## config.mk

```make
export PLATFORM = sky130hd
export DESIGN_NAME = ast_transmitter
export DESIGN_NICKNAME = d
export VERILOG_FILES = /design/src/ast_pkg.sv /design/src/ast_transmitter.sv
export SDC_FILE = /design/constraint.sdc
export NUM_CORES = 1
export LEC_CHECK = 0
export ABC_CLOCK_PERIOD_IN_PS = 2600
export BUFFER_PORTS_ARGS = -buffer_cell sky130_fd_sc_hd__buf_2
export CAP_MARGIN = 15
export CORE_MARGIN = 3
export CORE_UTILIZATION = 50
export CTS_CLUSTER_SIZE = 10
export DETAILED_ROUTE_END_ITERATION = 8
export GPL_TIMING_DRIVEN = 0
export PLACE_DENSITY = 0.83
export SLEW_MARGIN = 20
export SYNTH_ARGS = -nofsm -noshare
export SYNTH_HDL_FRONTEND = slang
export SYNTH_SLANG_ARGS = --single-unit
```

## constraint.sdc

```tcl
create_clock -name clock -period 2.6 [get_ports clock]
set_input_delay 0 -clock clock [delete_from_list [all_inputs] [get_ports clock]]
set_output_delay 0 -clock clock [all_outputs]
set_load 0.03 [all_outputs]
```

## src/ast_pkg.sv

```systemverilog
// Package for the asynchronous serial transmitter block: register map,
// field positions, reset values, frame lengths and the state record.
// Assumes a 32-bit APB master and a single 50 MHz clock.
package ast_pkg;

	// ****************************************************************
	// Register offsets (byte addresses, one word each)
	// ****************************************************************
	localparam logic [7:0] OFS_CTRL_ONE   = 8'h00; // serial_ctrl_one
	localparam logic [7:0] OFS_CTRL_TWO   = 8'h04; // serial_ctrl_two
	localparam logic [7:0] OFS_CTRL_THREE = 8'h08; // serial_ctrl_three
	localparam logic [7:0] OFS_STATUS_ONE = 8'h0C; // serial_status_one
	localparam logic [7:0] OFS_STATUS_TWO = 8'h10; // serial_status_two
	localparam logic [7:0] OFS_DATA       = 8'h14; // serial_data_reg
	localparam logic [7:0] OFS_BAUD       = 8'h18; // baud rate select

	// ****************************************************************
	// Field positions
	// ****************************************************************
	localparam int B_MODULE_ON  = 0; // ctrl one
	localparam int B_NINE_BIT   = 1;
	localparam int B_POL_FLIP   = 2;
	localparam int B_XMIT_ON    = 0; // ctrl two
	localparam int B_RCV_ON     = 1;
	localparam int B_SEND_BREAK = 2;
	localparam int B_TE_IRQ_EN  = 3;
	localparam int B_TC_IRQ_EN  = 4;
	localparam int B_TX_NINTH   = 0; // ctrl three
	localparam int B_RX_NINTH   = 1;
	localparam int B_TBE        = 0; // status one
	localparam int B_TX_DONE    = 1;
	localparam int B_RX_FULL    = 2;
	localparam int B_FRAMING    = 3;
	localparam int B_BRK_SEEN   = 0; // status two

	// ****************************************************************
	// Counts and reset values
	// ****************************************************************
	localparam logic [3:0]  FRAME_LEN_8   = 4'hA; // start + 8 + stop
	localparam logic [3:0]  FRAME_LEN_9   = 4'hB; // start + 9 + stop
	localparam logic [3:0]  SUB_LAST      = 4'hF; // 16 ticks per bit
	localparam logic [3:0]  VOTE_FIRST    = 4'h7; // mid-bit samples
	localparam logic [3:0]  VOTE_LAST     = 4'h9;
	localparam logic [15:0] PRESCALE_RST  = 16'h0004; // clocks per tick
	localparam logic [4:0]  BAUD_SEL_RST  = 5'h00;

	// ****************************************************************
	// Types
	// ****************************************************************
	typedef enum logic [2:0] {
		TX_OFF, TX_IDLE_CH, TX_DATA_CH, TX_BREAK_CH, TX_TAIL
	} ast_tx_state_t;

	typedef enum logic {RX_HUNT, RX_BITS} ast_rx_state_t;

	typedef struct packed {
		logic        psel;
		logic        penable;
		logic        pwrite;
		logic [7:0]  paddr;
		logic [31:0] pwdata;
	} ast_apb_req_t;

	typedef struct packed {
		logic        pready;
		logic        pslverr;
		logic [31:0] prdata;
	} ast_apb_rsp_t;

	typedef struct packed {
		logic          module_on, nine_bit, pol_flip;
		logic          xmit_on, rcv_on, send_break, te_irq_en, tc_irq_en;
		logic          tx_ninth;
		logic [4:0]    baud_sel;
		logic [15:0]   pre_cnt;
		logic [7:0]    tx_buf;
		logic          tbe, tbe_armed, idle_pend, xmit_q;
		ast_tx_state_t tx_st;
		logic [10:0]   tx_sh;
		logic [3:0]    tx_cnt, tx_sub;
		logic          pin_out, pin_en;
		logic          sync1, sync2;
		ast_rx_state_t rx_st;
		logic [3:0]    rx_sub, rx_cnt;
		logic [2:0]    votes;
		logic [9:0]    rx_sh;
		logic [7:0]    rx_data;
		logic          rx_ninth, rx_full, framing, brk_seen;
		logic [31:0]   prdata;
	} ast_state_t;

endpackage : ast_pkg

```

## src/ast_transmitter.sv

```systemverilog
// Asynchronous serial transmitter with break detection on the receive
// side, registers reached over APB. Assumes serial_in_pin is asynchronous
// and that the pad logic muxes serial_out_pin with port logic by the enable.
//
// Summary of operation
// Character length 8 or 9 bits; ninth bit from tx_ninth_bit.
// serial_data_reg buffers one character ahead of the shift register.
// Software enables module, then transmitter, reads status then writes data.
// A transmission starts with an all-ones preamble before the data.
// Frame has zero start bit first and one stop bit last.
// Empty flag sets on buffer hand-over; interrupt when enabled.
// Pin rests at logic one while nothing shifts.
// Clearing serial_module_on releases the pins to port logic.
// While send_break, all-zero break characters repeat, length per mode.
// After break clears, finish it then send at least one one.
// Received all-zero data with zero stop is a break.
// Break sets framing_fault, rx_full_flag, break_seen_flag; clears data.
// Idle character is all ones, length per mode; it is the preamble.
// Transmitter disabled mid-character finishes it, then idles.
// Transmitter toggled off and on queues one idle character.
// Software must re-enable before the stop bit or buffered data is lost; here tx_buf is kept and sent once xmit_on is set again.
// Software should toggle xmit_on after empty flag, before next write.
// Polarity flip inverts every transmitted level.
// Done flag when buffer and shifter empty, no break or idle pending.
// Thirty-two baud rates from one generator shared by both directions.
// Transmitter and receiver enabled separately, run independently.
// One bit per baud period, start bit, data LSB first, stop bit.
//
// Implementation choices: the address map and register access over APB.
`timescale 1ns/1ns
`default_nettype none

module ast_transmitter #(
	parameter logic [15:0] PRESCALE = ast_pkg::PRESCALE_RST // clocks per tick
) (
	input  wire logic                 clock,          // 50 MHz clock
	input  wire logic                 arst_n,         // Async reset, low
	input  wire ast_pkg::ast_apb_req_t apb_req,       // APB request
	output var  ast_pkg::ast_apb_rsp_t apb_rsp,       // APB answer
	input  wire logic                 serial_in_pin,  // Receive pin
	output logic                      serial_out_pin, // Transmit pin level
	output logic                      serial_out_en,  // Transmit pin owned
	output logic                      tx_irq,         // Transmitter request
	output logic                      rx_irq          // Receiver full request
);

	// ****************************************************************
	// State and decode helpers
	// ****************************************************************
	ast_pkg::ast_state_t s;
	ast_pkg::ast_state_t n;
	logic                acc_wr;
	logic                acc_rd;
	logic                tick;
	logic                bit_tick;
	logic                ld_any;
	logic                ld_data;
	logic                rx_done;
	logic                rx_brk;
	logic                rx_stop;
	logic                maj;
	logic                tx_done;
	logic [3:0]          flen;
	logic [15:0]         reload;

	// Address match against one register offset
	function automatic logic hit(input logic [7:0] a, input logic [7:0] o);
		hit = (a == o);
	endfunction : hit

	// Majority of three mid-bit samples
	function automatic logic vote(input logic [2:0] v);
		vote = (v[0] & v[1]) | (v[0] & v[2]) | (v[1] & v[2]);
	endfunction : vote

	// Done when nothing is shifted, buffered or about to be generated
	// done flag condition
	assign tx_done = (s.tx_st == ast_pkg::TX_OFF) && s.tbe && !s.idle_pend
		&& !(s.send_break && s.xmit_on);

	// Interrupt requests are plain gates of flag and enable
	// empty interrupt request
	assign tx_irq = s.module_on && ((s.tbe && s.te_irq_en)
		|| (tx_done && s.tc_irq_en));
	assign rx_irq = s.module_on && s.rx_full;

	// APB answers at once; prdata was captured in the setup cycle
	assign apb_rsp.pready  = 1'b1;
	assign apb_rsp.prdata  = s.prdata;
	assign apb_rsp.pslverr = apb_req.psel && apb_req.penable
		&& !(hit(apb_req.paddr, ast_pkg::OFS_CTRL_ONE)
		|| hit(apb_req.paddr, ast_pkg::OFS_CTRL_TWO)
		|| hit(apb_req.paddr, ast_pkg::OFS_CTRL_THREE)
		|| hit(apb_req.paddr, ast_pkg::OFS_STATUS_ONE)
		|| hit(apb_req.paddr, ast_pkg::OFS_STATUS_TWO)
		|| hit(apb_req.paddr, ast_pkg::OFS_DATA)
		|| hit(apb_req.paddr, ast_pkg::OFS_BAUD));

	// Pin outputs are flip-flops
	// pin release
	assign serial_out_pin = s.pin_out;
	assign serial_out_en  = s.pin_en;

	// ****************************************************************
	// Next-state logic
	// ****************************************************************
	always_comb begin
		n        = s;
		acc_wr   = apb_req.psel && apb_req.penable && apb_req.pwrite;
		acc_rd   = apb_req.psel && apb_req.penable && !apb_req.pwrite;
		tick     = 1'b0;
		bit_tick = 1'b0;
		ld_any   = 1'b0;
		ld_data  = 1'b0;
		rx_done  = 1'b0;
		rx_brk   = 1'b0;
		rx_stop  = 1'b1;
		maj      = vote(s.votes);
		// frame length per mode
		flen     = s.nine_bit ? ast_pkg::FRAME_LEN_9 : ast_pkg::FRAME_LEN_8;
		// shared baud divider, 32 rates
		reload   = (({11'h000, s.baud_sel} + 16'h0001) * PRESCALE) - 16'h0001;
		// Second flop alone reads the first
		n.sync1 = serial_in_pin;
		n.sync2 = s.sync1;
		// Register writes take effect in the access cycle
		if (acc_wr) begin
			unique case (1'b1)
				hit(apb_req.paddr, ast_pkg::OFS_CTRL_ONE): begin
					n.module_on = apb_req.pwdata[ast_pkg::B_MODULE_ON];
					n.nine_bit  = apb_req.pwdata[ast_pkg::B_NINE_BIT];
					n.pol_flip  = apb_req.pwdata[ast_pkg::B_POL_FLIP];
				end
				hit(apb_req.paddr, ast_pkg::OFS_CTRL_TWO): begin
					n.xmit_on    = apb_req.pwdata[ast_pkg::B_XMIT_ON];
					n.rcv_on     = apb_req.pwdata[ast_pkg::B_RCV_ON];
					n.send_break = apb_req.pwdata[ast_pkg::B_SEND_BREAK];
					n.te_irq_en  = apb_req.pwdata[ast_pkg::B_TE_IRQ_EN];
					n.tc_irq_en  = apb_req.pwdata[ast_pkg::B_TC_IRQ_EN];
				end
				hit(apb_req.paddr, ast_pkg::OFS_CTRL_THREE): begin
					n.tx_ninth = apb_req.pwdata[ast_pkg::B_TX_NINTH];
				end
				hit(apb_req.paddr, ast_pkg::OFS_STATUS_TWO): begin
					// Write one to clear the break flag
					if (apb_req.pwdata[ast_pkg::B_BRK_SEEN])
						n.brk_seen = 1'b0;
				end
				hit(apb_req.paddr, ast_pkg::OFS_DATA): begin
					// holding buffer write
					n.tx_buf = apb_req.pwdata[7:0];
					// read-then-write clear
					if (s.tbe_armed)
						n.tbe = 1'b0;
					n.tbe_armed = 1'b0;
				end
				hit(apb_req.paddr, ast_pkg::OFS_BAUD): begin
					n.baud_sel = apb_req.pwdata[4:0];
				end
				default: begin
				end
			endcase
		end
		// Read side effects: status read arms, data read clears receive
		if (acc_rd && hit(apb_req.paddr, ast_pkg::OFS_STATUS_ONE) && s.tbe)
			n.tbe_armed = 1'b1;
		if (acc_rd && hit(apb_req.paddr, ast_pkg::OFS_DATA)) begin
			n.rx_full = 1'b0;
			n.framing = 1'b0;
		end
		// Read data is captured in the setup cycle, ready for access
		if (apb_req.psel && !apb_req.penable && !apb_req.pwrite) begin
			n.prdata = 32'h0000_0000;
			unique case (1'b1)
				hit(apb_req.paddr, ast_pkg::OFS_CTRL_ONE): begin
					n.prdata[ast_pkg::B_MODULE_ON] = s.module_on;
					n.prdata[ast_pkg::B_NINE_BIT]  = s.nine_bit;
					n.prdata[ast_pkg::B_POL_FLIP]  = s.pol_flip;
				end
				hit(apb_req.paddr, ast_pkg::OFS_CTRL_TWO): begin
					n.prdata[ast_pkg::B_XMIT_ON]    = s.xmit_on;
					n.prdata[ast_pkg::B_RCV_ON]     = s.rcv_on;
					n.prdata[ast_pkg::B_SEND_BREAK] = s.send_break;
					n.prdata[ast_pkg::B_TE_IRQ_EN]  = s.te_irq_en;
					n.prdata[ast_pkg::B_TC_IRQ_EN]  = s.tc_irq_en;
				end
				hit(apb_req.paddr, ast_pkg::OFS_CTRL_THREE): begin
					n.prdata[ast_pkg::B_TX_NINTH] = s.tx_ninth;
					n.prdata[ast_pkg::B_RX_NINTH] = s.rx_ninth;
				end
				hit(apb_req.paddr, ast_pkg::OFS_STATUS_ONE): begin
					n.prdata[ast_pkg::B_TBE]     = s.tbe;
					n.prdata[ast_pkg::B_TX_DONE] = tx_done;
					n.prdata[ast_pkg::B_RX_FULL] = s.rx_full;
					n.prdata[ast_pkg::B_FRAMING] = s.framing;
				end
				hit(apb_req.paddr, ast_pkg::OFS_STATUS_TWO):
					n.prdata[ast_pkg::B_BRK_SEEN] = s.brk_seen;
				hit(apb_req.paddr, ast_pkg::OFS_DATA):
					n.prdata[7:0] = s.rx_data;
				hit(apb_req.paddr, ast_pkg::OFS_BAUD):
					n.prdata[4:0] = s.baud_sel;
				default: begin
				end
			endcase
		end
		// 16x tick prescaler; the bit clock is every sixteenth tick
		if (!s.module_on) begin
			n.pre_cnt = 16'h0000;
			n.tx_sub  = 4'h0;
		end else if (s.pre_cnt == 16'h0000) begin
			tick      = 1'b1;
			n.pre_cnt = reload;
			n.tx_sub  = s.tx_sub + 4'h1;
		end else begin
			n.pre_cnt = s.pre_cnt - 16'h0001;
		end
		bit_tick = tick && (s.tx_sub == ast_pkg::SUB_LAST);

		// Transmit sequencer; loads only at a bit boundary
		n.xmit_q = s.xmit_on && s.module_on;
		if (!s.module_on) begin
			n.tx_st     = ast_pkg::TX_OFF;
			n.idle_pend = 1'b0;
			n.tbe       = 1'b1;
			n.tbe_armed = 1'b0;
		end else if (bit_tick) begin
			if (s.tx_st != ast_pkg::TX_OFF && s.tx_cnt > 4'h1) begin
				// one bit per period
				n.tx_sh  = {1'b1, s.tx_sh[10:1]};
				n.tx_cnt = s.tx_cnt - 4'h1;
			end else begin
				ld_any = 1'b1;
				if (s.tx_st == ast_pkg::TX_BREAK_CH && !s.send_break) begin
					// trailing one after break
					n.tx_st  = ast_pkg::TX_TAIL;
					n.tx_sh  = 11'h7FF;
					n.tx_cnt = 4'h1;
				end else if (s.xmit_on && s.send_break) begin
					// repeat break characters
					n.tx_st  = ast_pkg::TX_BREAK_CH;
					n.tx_sh  = 11'h000;
					n.tx_cnt = flen;
				end else if (s.xmit_on && s.idle_pend) begin
					// idle preamble character
					n.tx_st     = ast_pkg::TX_IDLE_CH;
					n.tx_sh     = 11'h7FF;
					n.tx_cnt    = flen;
					n.idle_pend = 1'b0;
				end else if (s.xmit_on && !s.tbe) begin
					// start low, stop high
					ld_data  = 1'b1;
					n.tx_st  = ast_pkg::TX_DATA_CH;
					n.tx_sh  = {2'b11, s.tx_buf, 1'b0};
					// ninth bit from control
					if (s.nine_bit)
						n.tx_sh[9] = s.tx_ninth;
					n.tx_cnt = flen;
				end else begin
					// idle once disabled
					n.tx_st = ast_pkg::TX_OFF;
				end
			end
		end
		// empty flag on hand-over
		if (ld_data)
			n.tbe = 1'b1;
		// preamble on enable
		// toggle queues idle
		if (s.xmit_on && s.module_on && !s.xmit_q)
			n.idle_pend = 1'b1;

		// idle level one
		// polarity flip
		n.pin_out = n.pol_flip ^ ((n.tx_st == ast_pkg::TX_OFF) ? 1'b1
			: n.tx_sh[0]);
		// pins follow module enable
		n.pin_en  = n.module_on;

		// Receiver, enabled apart from the transmitter
		// independent receiver
		if (!(s.module_on && s.rcv_on)) begin
			n.rx_st = ast_pkg::RX_HUNT;
		end else if (tick) begin
			unique case (s.rx_st)
				ast_pkg::RX_HUNT: begin
					if (!s.sync2) begin
						n.rx_st  = ast_pkg::RX_BITS;
						n.rx_sub = 4'h0;
						n.rx_cnt = 4'h0;
					end
				end
				ast_pkg::RX_BITS: begin
					n.rx_sub = s.rx_sub + 4'h1;
					if (s.rx_sub >= ast_pkg::VOTE_FIRST
							&& s.rx_sub <= ast_pkg::VOTE_LAST)
						n.votes = {s.votes[1:0], s.sync2};
					if (s.rx_sub == ast_pkg::SUB_LAST) begin
						if (s.rx_cnt == 4'h0 && maj) begin
							n.rx_st = ast_pkg::RX_HUNT;
						end else begin
							if (s.rx_cnt != 4'h0)
								n.rx_sh[s.rx_cnt - 4'h1] = maj;
							n.rx_cnt = s.rx_cnt + 4'h1;
							if (s.rx_cnt == flen - 4'h1) begin
								rx_done = 1'b1;
								n.rx_st = ast_pkg::RX_HUNT;
							end
						end
					end
				end
			endcase
		end

		// break recognition
		rx_stop = s.nine_bit ? n.rx_sh[9] : n.rx_sh[8];
		rx_brk  = rx_done && !rx_stop && (n.rx_sh[7:0] == 8'h00)
			&& !(s.nine_bit && n.rx_sh[8]);
		// break effects on flags
		if (rx_done) begin
			n.rx_full  = 1'b1;
			n.framing  = !rx_stop;
			n.rx_data  = rx_brk ? 8'h00 : n.rx_sh[7:0];
			n.rx_ninth = rx_brk ? 1'b0
				: (s.nine_bit ? n.rx_sh[8] : n.rx_sh[7]);
			if (rx_brk)
				n.brk_seen = 1'b1;
		end
	end

	// ****************************************************************
	// State register
	// ****************************************************************
	always_ff @(posedge clock or negedge arst_n) begin
		if (!arst_n) begin
			s          <= '0;
			s.baud_sel <= ast_pkg::BAUD_SEL_RST;
			s.tbe      <= 1'b1;
			s.tx_st    <= ast_pkg::TX_OFF;
			s.rx_st    <= ast_pkg::RX_HUNT;
			s.pin_out  <= 1'b1;
			s.sync1    <= 1'b1;
			s.sync2    <= 1'b1;
		end else begin
			s <= n;
		end
	end
endmodule : ast_transmitter
`default_nettype wire

```

Yosys cells after proc, flatten, opt, wreduce, memory -nomap -nowiden
Cells that the tools add are included.
{ "word_totals": {"regBits": 109, "in_bits": 46, "word_cells": 236} }
{ "classes": {"n_eq_ne": 25, "bitwise": 7, "n_lt_le_gt_ge": 5, "add_sub_neg": 9, "mux": 84, "n_reduce_logical": 71} }
{ "op_table": {"columns": ["operator", "count"], "rows": [
  ["18-bit two-way mux", 4],
  ["1-bit two-way mux", 42],
  ["10-bit two-way mux", 4],
  ["1-bit logical AND", 32],
  ["16-bit two-way mux", 2],
  ["15-bit two-way mux", 2],
  ["8-bit by 5-bit == test with 1-bit output, second input constant", 3],
  ["22-bit two-way mux", 1],
  ["3-bit by 1-bit inequality test with 1-bit output, second input constant", 7],
  ["9-bit one-hot mux with 2 select lines", 1],
  ["8-bit by 4-bit == test with 1-bit output, second input constant", 2],
  ["16-bit logical NOT", 1],
  ["8-bit logical NOT", 2],
  ["4-bit two-way mux", 4],
  ["16-bit by 1-bit subtractor with 16-bit output, second input constant", 1],
  ["3-bit two-way mux", 5],
  ["5-bit two-way mux", 3],
  ["13-bit two-way mux", 1],
  ["4-bit by 1-bit adder with 4-bit output, second input constant", 3],
  ["12-bit two-way mux", 1],
  ["2-bit AND reduction", 6],
  ["4-bit by 1-bit subtractor with 4-bit output, second input constant", 3],
  ["10-bit bitwise mux", 1],
  ["1-bit logical NOT", 10],
  ["other kinds (37)", 60]
]} }

Longest topological paths before layout
Gate-level depths: netlist (run 1).
{ "depth": {"word_depth": 19, "depth_mapped": 10} }

Worst setup path before layout (run 1)
No wires, ideal clock.
{ "synth_timing": {"kind": "register to register", "start": "reg s[57] (netlist name)", "end": "reg s[32] (netlist name)", "path_buffers": 0, "path_slack_ns": -0.189, "arrival_ns": 2.698, "stages_incl_launch_ff": 8, "cell_sequence": "dfrtp_1 -> inv_1 -> ha_1 -> o41a_1 -> nor4b_1 -> mux2_2 -> or4_1 -> o31ai_2"} }
{ "synth_rtl": {"columns": ["element", "line_no", "text"], "rows": [
  ["start, declared", "ast_transmitter.sv:50", "ast_pkg::ast_state_t s;"],
  ["start signal, assigned", "ast_transmitter.sv:345", "s <= n;"]
]} }

==> summary.md, run 1 <==
| Metric | Value |
|---|---|
| Status | complete, but fails checks |
| Failing checks | negative setup slack |
| Fin Setup TNS | -0.165 ns |
| Nets | 798 |
| Number of top-level pins | 84 |
| Critical path type | flip-flop to flip-flop |
| Leading area contributor after synthesis | dfrtp_1 |
| Starting density of the core | 52.1% |
| Final WS setup | -0.163 ns |
| GP Congestion | 0.865 |
| First-pass GRT wire length | 23800 um |
| Via count | 5234 |
| CTS tree | built |
| Post-synth EDFFs | 0 |
| Height of the die | 116 um |
| Critical Path Source Type | flip-flop |
| Initial DRT Pass Iterations | 6 |
| Placed inst area | 6560 um2 |
| # setup viols final | 2 |
| HP Class | input port to flip-flop |
| Worst vdd ir | 0.393 mV |
| Period minus WS final | 2.76 ns |
| Final Util | 64.0% |
| CTS Sinks | 109 |
| Area Growth Syn to Fin | 22.9% |
| Synth Cell Area | 6070 um2 |
| Core area | 11700 um2 |
| Post-DP HPWL | 9860 um |
| Synth Register Bits | 109 |
| Vias in the first global route | 4956 |
| CP arrival | 3.03 ns |
| CTS clock-pin slew for the worst setup and hold paths | 0.07 ns |
| Fmax | 362 MHz |
| Count leader, synth | dfrtp_1 |
| Die width | 116 um |
| Vias per cell | 5.91 |
| Final critical-path share of the clock period | 106% |
| Top cells by area, synth | dfrtp_1 43%, mux2_2 6.9%, o21ai_0 4.5%, buf_4 4.1%, nand2_1 3.5% |
| Mapped Avg Cell Area | 9.69 um2 |
| Starting DRT DRC Count | 546 |
| Final Hold Vio Count | 0 |
| Met1 WL | 6190 um |
| Main synth FF type | dfrtp_1 |
| Pwr Total | 3.53 mW |
| Leak | 3.60 nW |
| Critical path peak fanout | 3 |
| Number of distinct library cells after synthesis | 67 |
| Die area | 13500 um2 |
| Top cell type's share of synthesized area | 43.3% |
| IO buf count | 34 |
| Synth top cells by count | 105 x dfrtp_1, 57 x nand2_1, 55 x o21ai_0 |
| Number of antenna diodes | 0 |
| Synth Instances | 627 |
| Async S/R FF share, synth | 100% |
| Worst relative slew slack | 34.3% |
| CP endpoint kind | flip-flop |
| Top sig layer | met4 |
| Max Cap Viol | 0 |
| Final WL | 15600 um |
| Skew-Pair Late Insertion Delay | 0.35 ns |
| PD cells | 473 nW/um2 |
| Rows | 39 |
| Worst-Margin Slew | 0.984 ns |
| RSZ-0062 raised after global routing | yes |
| DRC | 0 |
| CP required | 2.87 ns |
| Routed length per instance | 17.7 um |
| CTS H-tree depth | 3 |
| Initial antenna violation count | 0 |
| Grt total ovfl | 0 |
| Cts bufs inserted | 9 |
| Total GRT Usage | 22.2% |
| Antenna-violating nets left | 0 |
| Sequential share of the synthesized area | 45.0% |
| Place WS | -0.493 ns |
| Met2 wire len | 7940 um |
| Clk root buf | clkbuf_16 |
| Final clock skew | 0.00877 ns |
| Worst-case clock buffer depth | 2 |
| Design area | 7460 um2 |
| YS warnings | 0 |
| Share of cells above drive strength 1 | 27.4% |
| Pin count of the biggest net entering global routing | 58 |
| Slew Viols, Final | 0 |
| Wire length on met3 | 1050 um |
==> final cells by class <==
cell class                      instances  area [um2]
Tap cell                              143         179
Clock buffer                           11         243
Multi-Input combinational cell        451        3170
Sequential cell                       109        2740
Fill cell                             865        4200
Timing Repair Buffer                   79         582
Buffer                                 58         364
Inverter                               29         109
Clock inverter                          5        82.6
==> critical path, cell delays in order, from the launching register on <==
cell and delay, ns:
dfrtp_2 0.43, buf_4 0.16, o21a_1 0.19, o41a_1 0.46
buf_4 0.18, nor3_4 0.19, mux2_4 0.34, or4_4 0.56
o31ai_4 0.18
==> repair_timing <==
item / in CTS / in global routing
hold endpoints to repair: 76 / 0
buffers inserted: 20 / 15
pin swaps: 11 / 10
gates resized for setup: 24 / 28
hold buffers: 11 / 0
setup endpoints to repair: 6 / 21
==> through the flow <==
stage / hold slack [ns] / instances
finish: 0.0996 / 885
detailed placement: 0.0112 / 828
floorplan: -0.296 / 650
global route: 0.106 / 885
global placement: 0.108 / 827
CTS: 0.0734 / 872
==> cell families (layout without fill, tap and decap cells) <==
| group | Yosys count | count (layout) | synth area share [%] |
|---|---|---|---|
| AO/OA/AOI/OAI | 135 | 135 | 13.9 |
| XOR/XNOR | 18 | 18 | 2.60 |
| adder cells (fa/ha/maj) | 16 | 16 | 3.25 |
| buffers and inverters | 90 | 182 | 7.79 |
| flip-flops | 109 | 109 | 45.0 |
| multiplexers | 48 | 48 | 8.67 |
| other | 2 | 25 | 0.124 |
| AND/OR/NAND/NOR | 209 | 209 | 18.7 |
==> cell usage in the layout, fill, tap and decap left out, types with 4 or more instances in the layout <==
cell	count
nor3_2	4
nand4_1	6
o21ai_0	54
conb_1	25
nand3_1	31
and2_1	10
buf_4	64
ha_1	13
nor2_1	34
xnor2_1	10
buf_6	5
nor3_1	12
and3_1	6
a31oi_1	8
a22oi_1	9
nand2b_1	5
mux2i_1	9
xor2_1	8
buf_2	34
a21oi_1	23
mux2_2	34
nand2_1	55
nor2b_1	8
dfrtp_1	102
dfstp_2	4
clkbuf_1	19
dlygate4sd3_1	11
clkbuf_16	9
inv_1	26
==> where the power goes <==
part / internal [mW] / total [mW] / switching [mW]
logic: 0.116 / 0.311 / 0.195
clock network: 0.875 / 1.49 / 0.614
registers: 1.72 / 1.73 / 0.0163
==> per-layer routing <==
metal | vias to the layer above | track usage, %
met1 | 2554 | 28.1
met5 | - | 0
met2 | 246 | 37.2
met4 | 0 | 7.97
li1 | 2384 | -
met3 | 50 | 5.28
==> sequential cells by signal (all words and copies together) (netlist names) <==
name,flops
serial_out_pin,1
serial_out_en,1
s,98
apb_rsp,8
n,1
==> path summary, 6_finish.rpt <==
kind,depth (start not counted),slack [ns],to,from
max in group asynchronous,3,1.72,s[95]$_DFFE_PN1P_,arst_n
min in group asynchronous,2,0.19,s[101]$_DFFE_PN0P_,arst_n
min,4,0.1,s[94]$_DFFE_PN0P_,apb_req[42]
min reg2reg,0,0.36,s[66]$_DFF_PN1_,n[66]$_DFF_PN1_
max,8,-0.16,s[32]$_DFF_PN0_,s[57]$_DFFE_PN0P_
max reg2reg,8,-0.16,s[32]$_DFF_PN0_,s[57]$_DFFE_PN0P_
(Power assumes the default switching activity.)
==> run 2: changes to the inputs <==
--- a/config.mk
+++ b/config.mk
@@ -13,7 +13,7 @@
 export CTS_CLUSTER_SIZE = 10
 export DETAILED_ROUTE_END_ITERATION = 8
 export GPL_TIMING_DRIVEN = 0
-export PLACE_DENSITY = 0.83
+export PLACE_DENSITY = 0.85
 export SLEW_MARGIN = 20
 export SYNTH_ARGS = -nofsm -noshare
 export SYNTH_HDL_FRONTEND = slang
==> run 2 against run 1 <==
  * The flow still finishes with violations (negative setup slack)
  * Clock skew increased by 0.0044 ns
  * Fmax decreased by 2.6%
  * Worst setup slack got worse by 0.073 ns
  * Non-clock buffer count increased by 19
  * Critical endpoint unchanged
  * Highest routed layer unchanged
==> summary.md, run 2 (synthesis results as in run 1) <==
| Metric | Value |
|---|---|
| Sw frac | 23.4% (+0.079 points) |
| Worst-case clock buffer depth | 2 (unchanged) |
| # setup viols final | 3 (+1) |
| Final critical-path share of the clock period | 109% (+2.8 points) |
| Worst vdd ir | 0.499 mV (+27%) |
| Final WS setup | -0.236 ns (-0.0733 ns) |
| Critical path type | flip-flop to flip-flop |
| Height of the die | 116 um (unchanged) |
| Most frequent cells in the layout | 102 x dfrtp_1, 75 x buf_4, 54 x nand2_1, 54 x o21ai_0, 35 x mux2_2 |
| Max reg flops | 98 (unchanged) |
| Leak | 3.68 nW (+2.3%) |
| Number of top-level pins | 84 (unchanged) |
| Final WL | 16600 um (+6.1%) |
| Cts bufs inserted | 9 (unchanged) |
| Routed length per instance | 18.4 um (+3.9%) |
| CTS clock-pin slew for the worst setup and hold paths | 0.07 ns (about the same) |
| Final clock skew | 0.0132 ns (+0.00439 ns) |
| CP endpoint kind | flip-flop |
| Total GRT Usage | 24.3% (+2.1 points) |
| Skew-Pair Late Insertion Delay | 0.36 ns (about the same) |
| Critical Path Source Type | flip-flop |
| Dpl cells | 828 (unchanged) |
| IO buf count | 34 (unchanged) |
| Post-DP HPWL | 9950 um (+0.86%) |
| Fmax | 353 MHz (-2.6%) |
| Slew Viols, Final | 0 (unchanged) |
| Vias per cell | 5.97 (+0.89%) |
| FILL cells | 823 (-4.9%) |
| Grt total ovfl | 0 (unchanged) |
| Max Cap Viol | 0 (unchanged) |
| Starting density of the core | 52.1% (unchanged) |
| Placed inst area | 6560 um2 (unchanged) |
| Worst relative slew slack | 29.7% (-4.6 points) |
| CP max stage delay | 0.44 ns (-0.12 ns) |
| Fin Setup TNS | -0.407 ns (-0.242 ns) |
| Period minus WS final | 2.84 ns (+0.0733 ns) |
| Vias in the first global route | 5325 (+7.4%) |
| Nets | 817 (+2.4%) |
| DRC | 0 (unchanged) |
| Area Growth Syn to Fin | 25.6% |
| Die width | 116 um (unchanged) |
| Pin count of the biggest net entering global routing | 86 (+48%) |
| CP arrival | 3.11 ns (+0.08 ns) |
| Most flops, register | s |
| Die area | 13500 um2 (unchanged) |
| Failing checks | negative setup slack |
| Critical path peak fanout | 5 (+2) |
| CP cell instances | inv_2 > ha_4 > nor4b_4 > nand4_4 > buf_6 > nor4_4 > mux2i_2 > inv_1 > or4_4 > o31ai_4 |
| Slowest-stage cell, CP | or4_4 |
| Seq pwr share | 48.3% (-0.8 points) |
| Combinational share of power | 9.1% (+0.3 points) |
| CTS Sinks | 109 (unchanged) |
| Buf/Inv on CP | 3 (+1) |
| Clock Power Share | 42.6% (+0.5 points) |
| Final std cells w/o fill | 904 (+2.1%) |
| Rows | 39 (unchanged) |
| Crit path max-delay family | simple AND/OR/NAND/NOR gates |
| Status | complete, but fails checks |
| Initial DRT Pass Iterations | 8 (+2) |
| Worst-Margin Slew | 1.04 ns (+0.0611 ns) |
| Starting DRT DRC Count | 643 (+18%) |
| HP Class | input port to asynchronous set/reset pin |
| RSZ-0062 raised after global routing | yes |
| Final Hold Vio Count | 0 (unchanged) |
| CTS tree | built |
| PD cells | 470 nW/um2 (-0.71%) |
| Most common cell after layout, fill and taps aside | dfrtp_1 |
| CTS H-tree depth | 3 (unchanged) |
| Antenna-violating nets left | 0 (unchanged) |
| GP Congestion | 0.860 (-0.51%) |
| Design area | 7630 um2 (+2.2%) |
| Share of cells above drive strength 1 | 29.0% (+1.7 points) |
| Number of antenna diodes | 0 (unchanged) |
| Via count | 5394 (+3.1%) |
| Internal | 2.75 mW (+1.4%) |
| Switching pwr | 0.841 mW (+1.9%) |
| Initial antenna violation count | 0 (unchanged) |
| CP required | 2.87 ns (about the same) |
| Clk root buf | clkbuf_16 |
| First-pass GRT wire length | 25900 um (+8.8%) |
| Core area | 11700 um2 (unchanged) |
[run 2: changes by cell type in the layout (fill, tap and decap cells not counted), sizes merged]
cell | before | now
buf | 106 | 124
clkbuf | 31 | 33
clkinv | 2 | 1
[run 2: layout make-up]
cell class	count	area [um2]	area share, %
Clock inverter	4	77.6	1.02
Buffer	58	372	4.87
Timing Repair Buffer	98	742	9.72
Clock buffer	12	256	3.36
Sequential cell	109	2740	35.9
Multi-Input combinational cell	451	3160	41.4
Inverter	29	109	1.43
Tap cell	143	179	2.34
[run 2: path summary, 6_finish.rpt]
check                      depth (start not counted)                end             start  slack (ns)
max                                               10    s[32]$_DFF_PN0_  s[104]$_DFF_PN0_       -0.24
min                                                2  s[75]$_DFFE_PN0P_            arst_n        0.08
max reg2reg                                       10    s[32]$_DFF_PN0_  s[104]$_DFF_PN0_       -0.24
min reg2reg                                        0    s[66]$_DFF_PN1_   n[66]$_DFF_PN1_        0.36
max in group asynchronous                          3    s[66]$_DFF_PN1_            arst_n        1.79
min in group clock                                 4  s[94]$_DFFE_PN0P_       apb_req[41]        0.08
[run 2: layer usage]
layer,vias up,GRT usage (%),part of all wire (%)
li1,2428,-,-
met1,2632,29.1,39
met2,279,42.5,52
met3,55,5.44,6.2
met4,0,9.67,2.9
met5,-,0,0
[run 2: power by group through the flow]
stage               combinational (mW)  sequential, mW  clock [mW]
floorplan                        0.187            1.76           0
global placement                 0.270            1.76           0
detailed placement               0.283            1.76           0
CTS                              0.308            1.73        1.52
global route                     0.350            1.73        1.60
finish                           0.326            1.73        1.53
[run 2: through the flow]
step	power (mW)	utilization [%]	setup WS (ns)	hold WS [ns]
2_1_floorplan	1.95	-	0.0145	-0.296
3_3_place_gp	2.03	56.0	-0.364	0.108
3_5_place_dp	2.05	56.3	-0.544	-0.126
4_1_cts	3.56	64.1	-0.146	0.0647
5_1_grt	3.69	65.4	-0.295	0.0895
6_report	3.59	65.4	-0.236	0.0805
[run 2: what timing repair did]
item | CTS | global route
pin swaps | 11 | 16
endpoints found under the setup margin | 10 | 30
buffers inserted | 45 | 16
gates resized for setup | 33 | 30
hold endpoints to repair | 131 | 0
hold buffers | 11 | 0
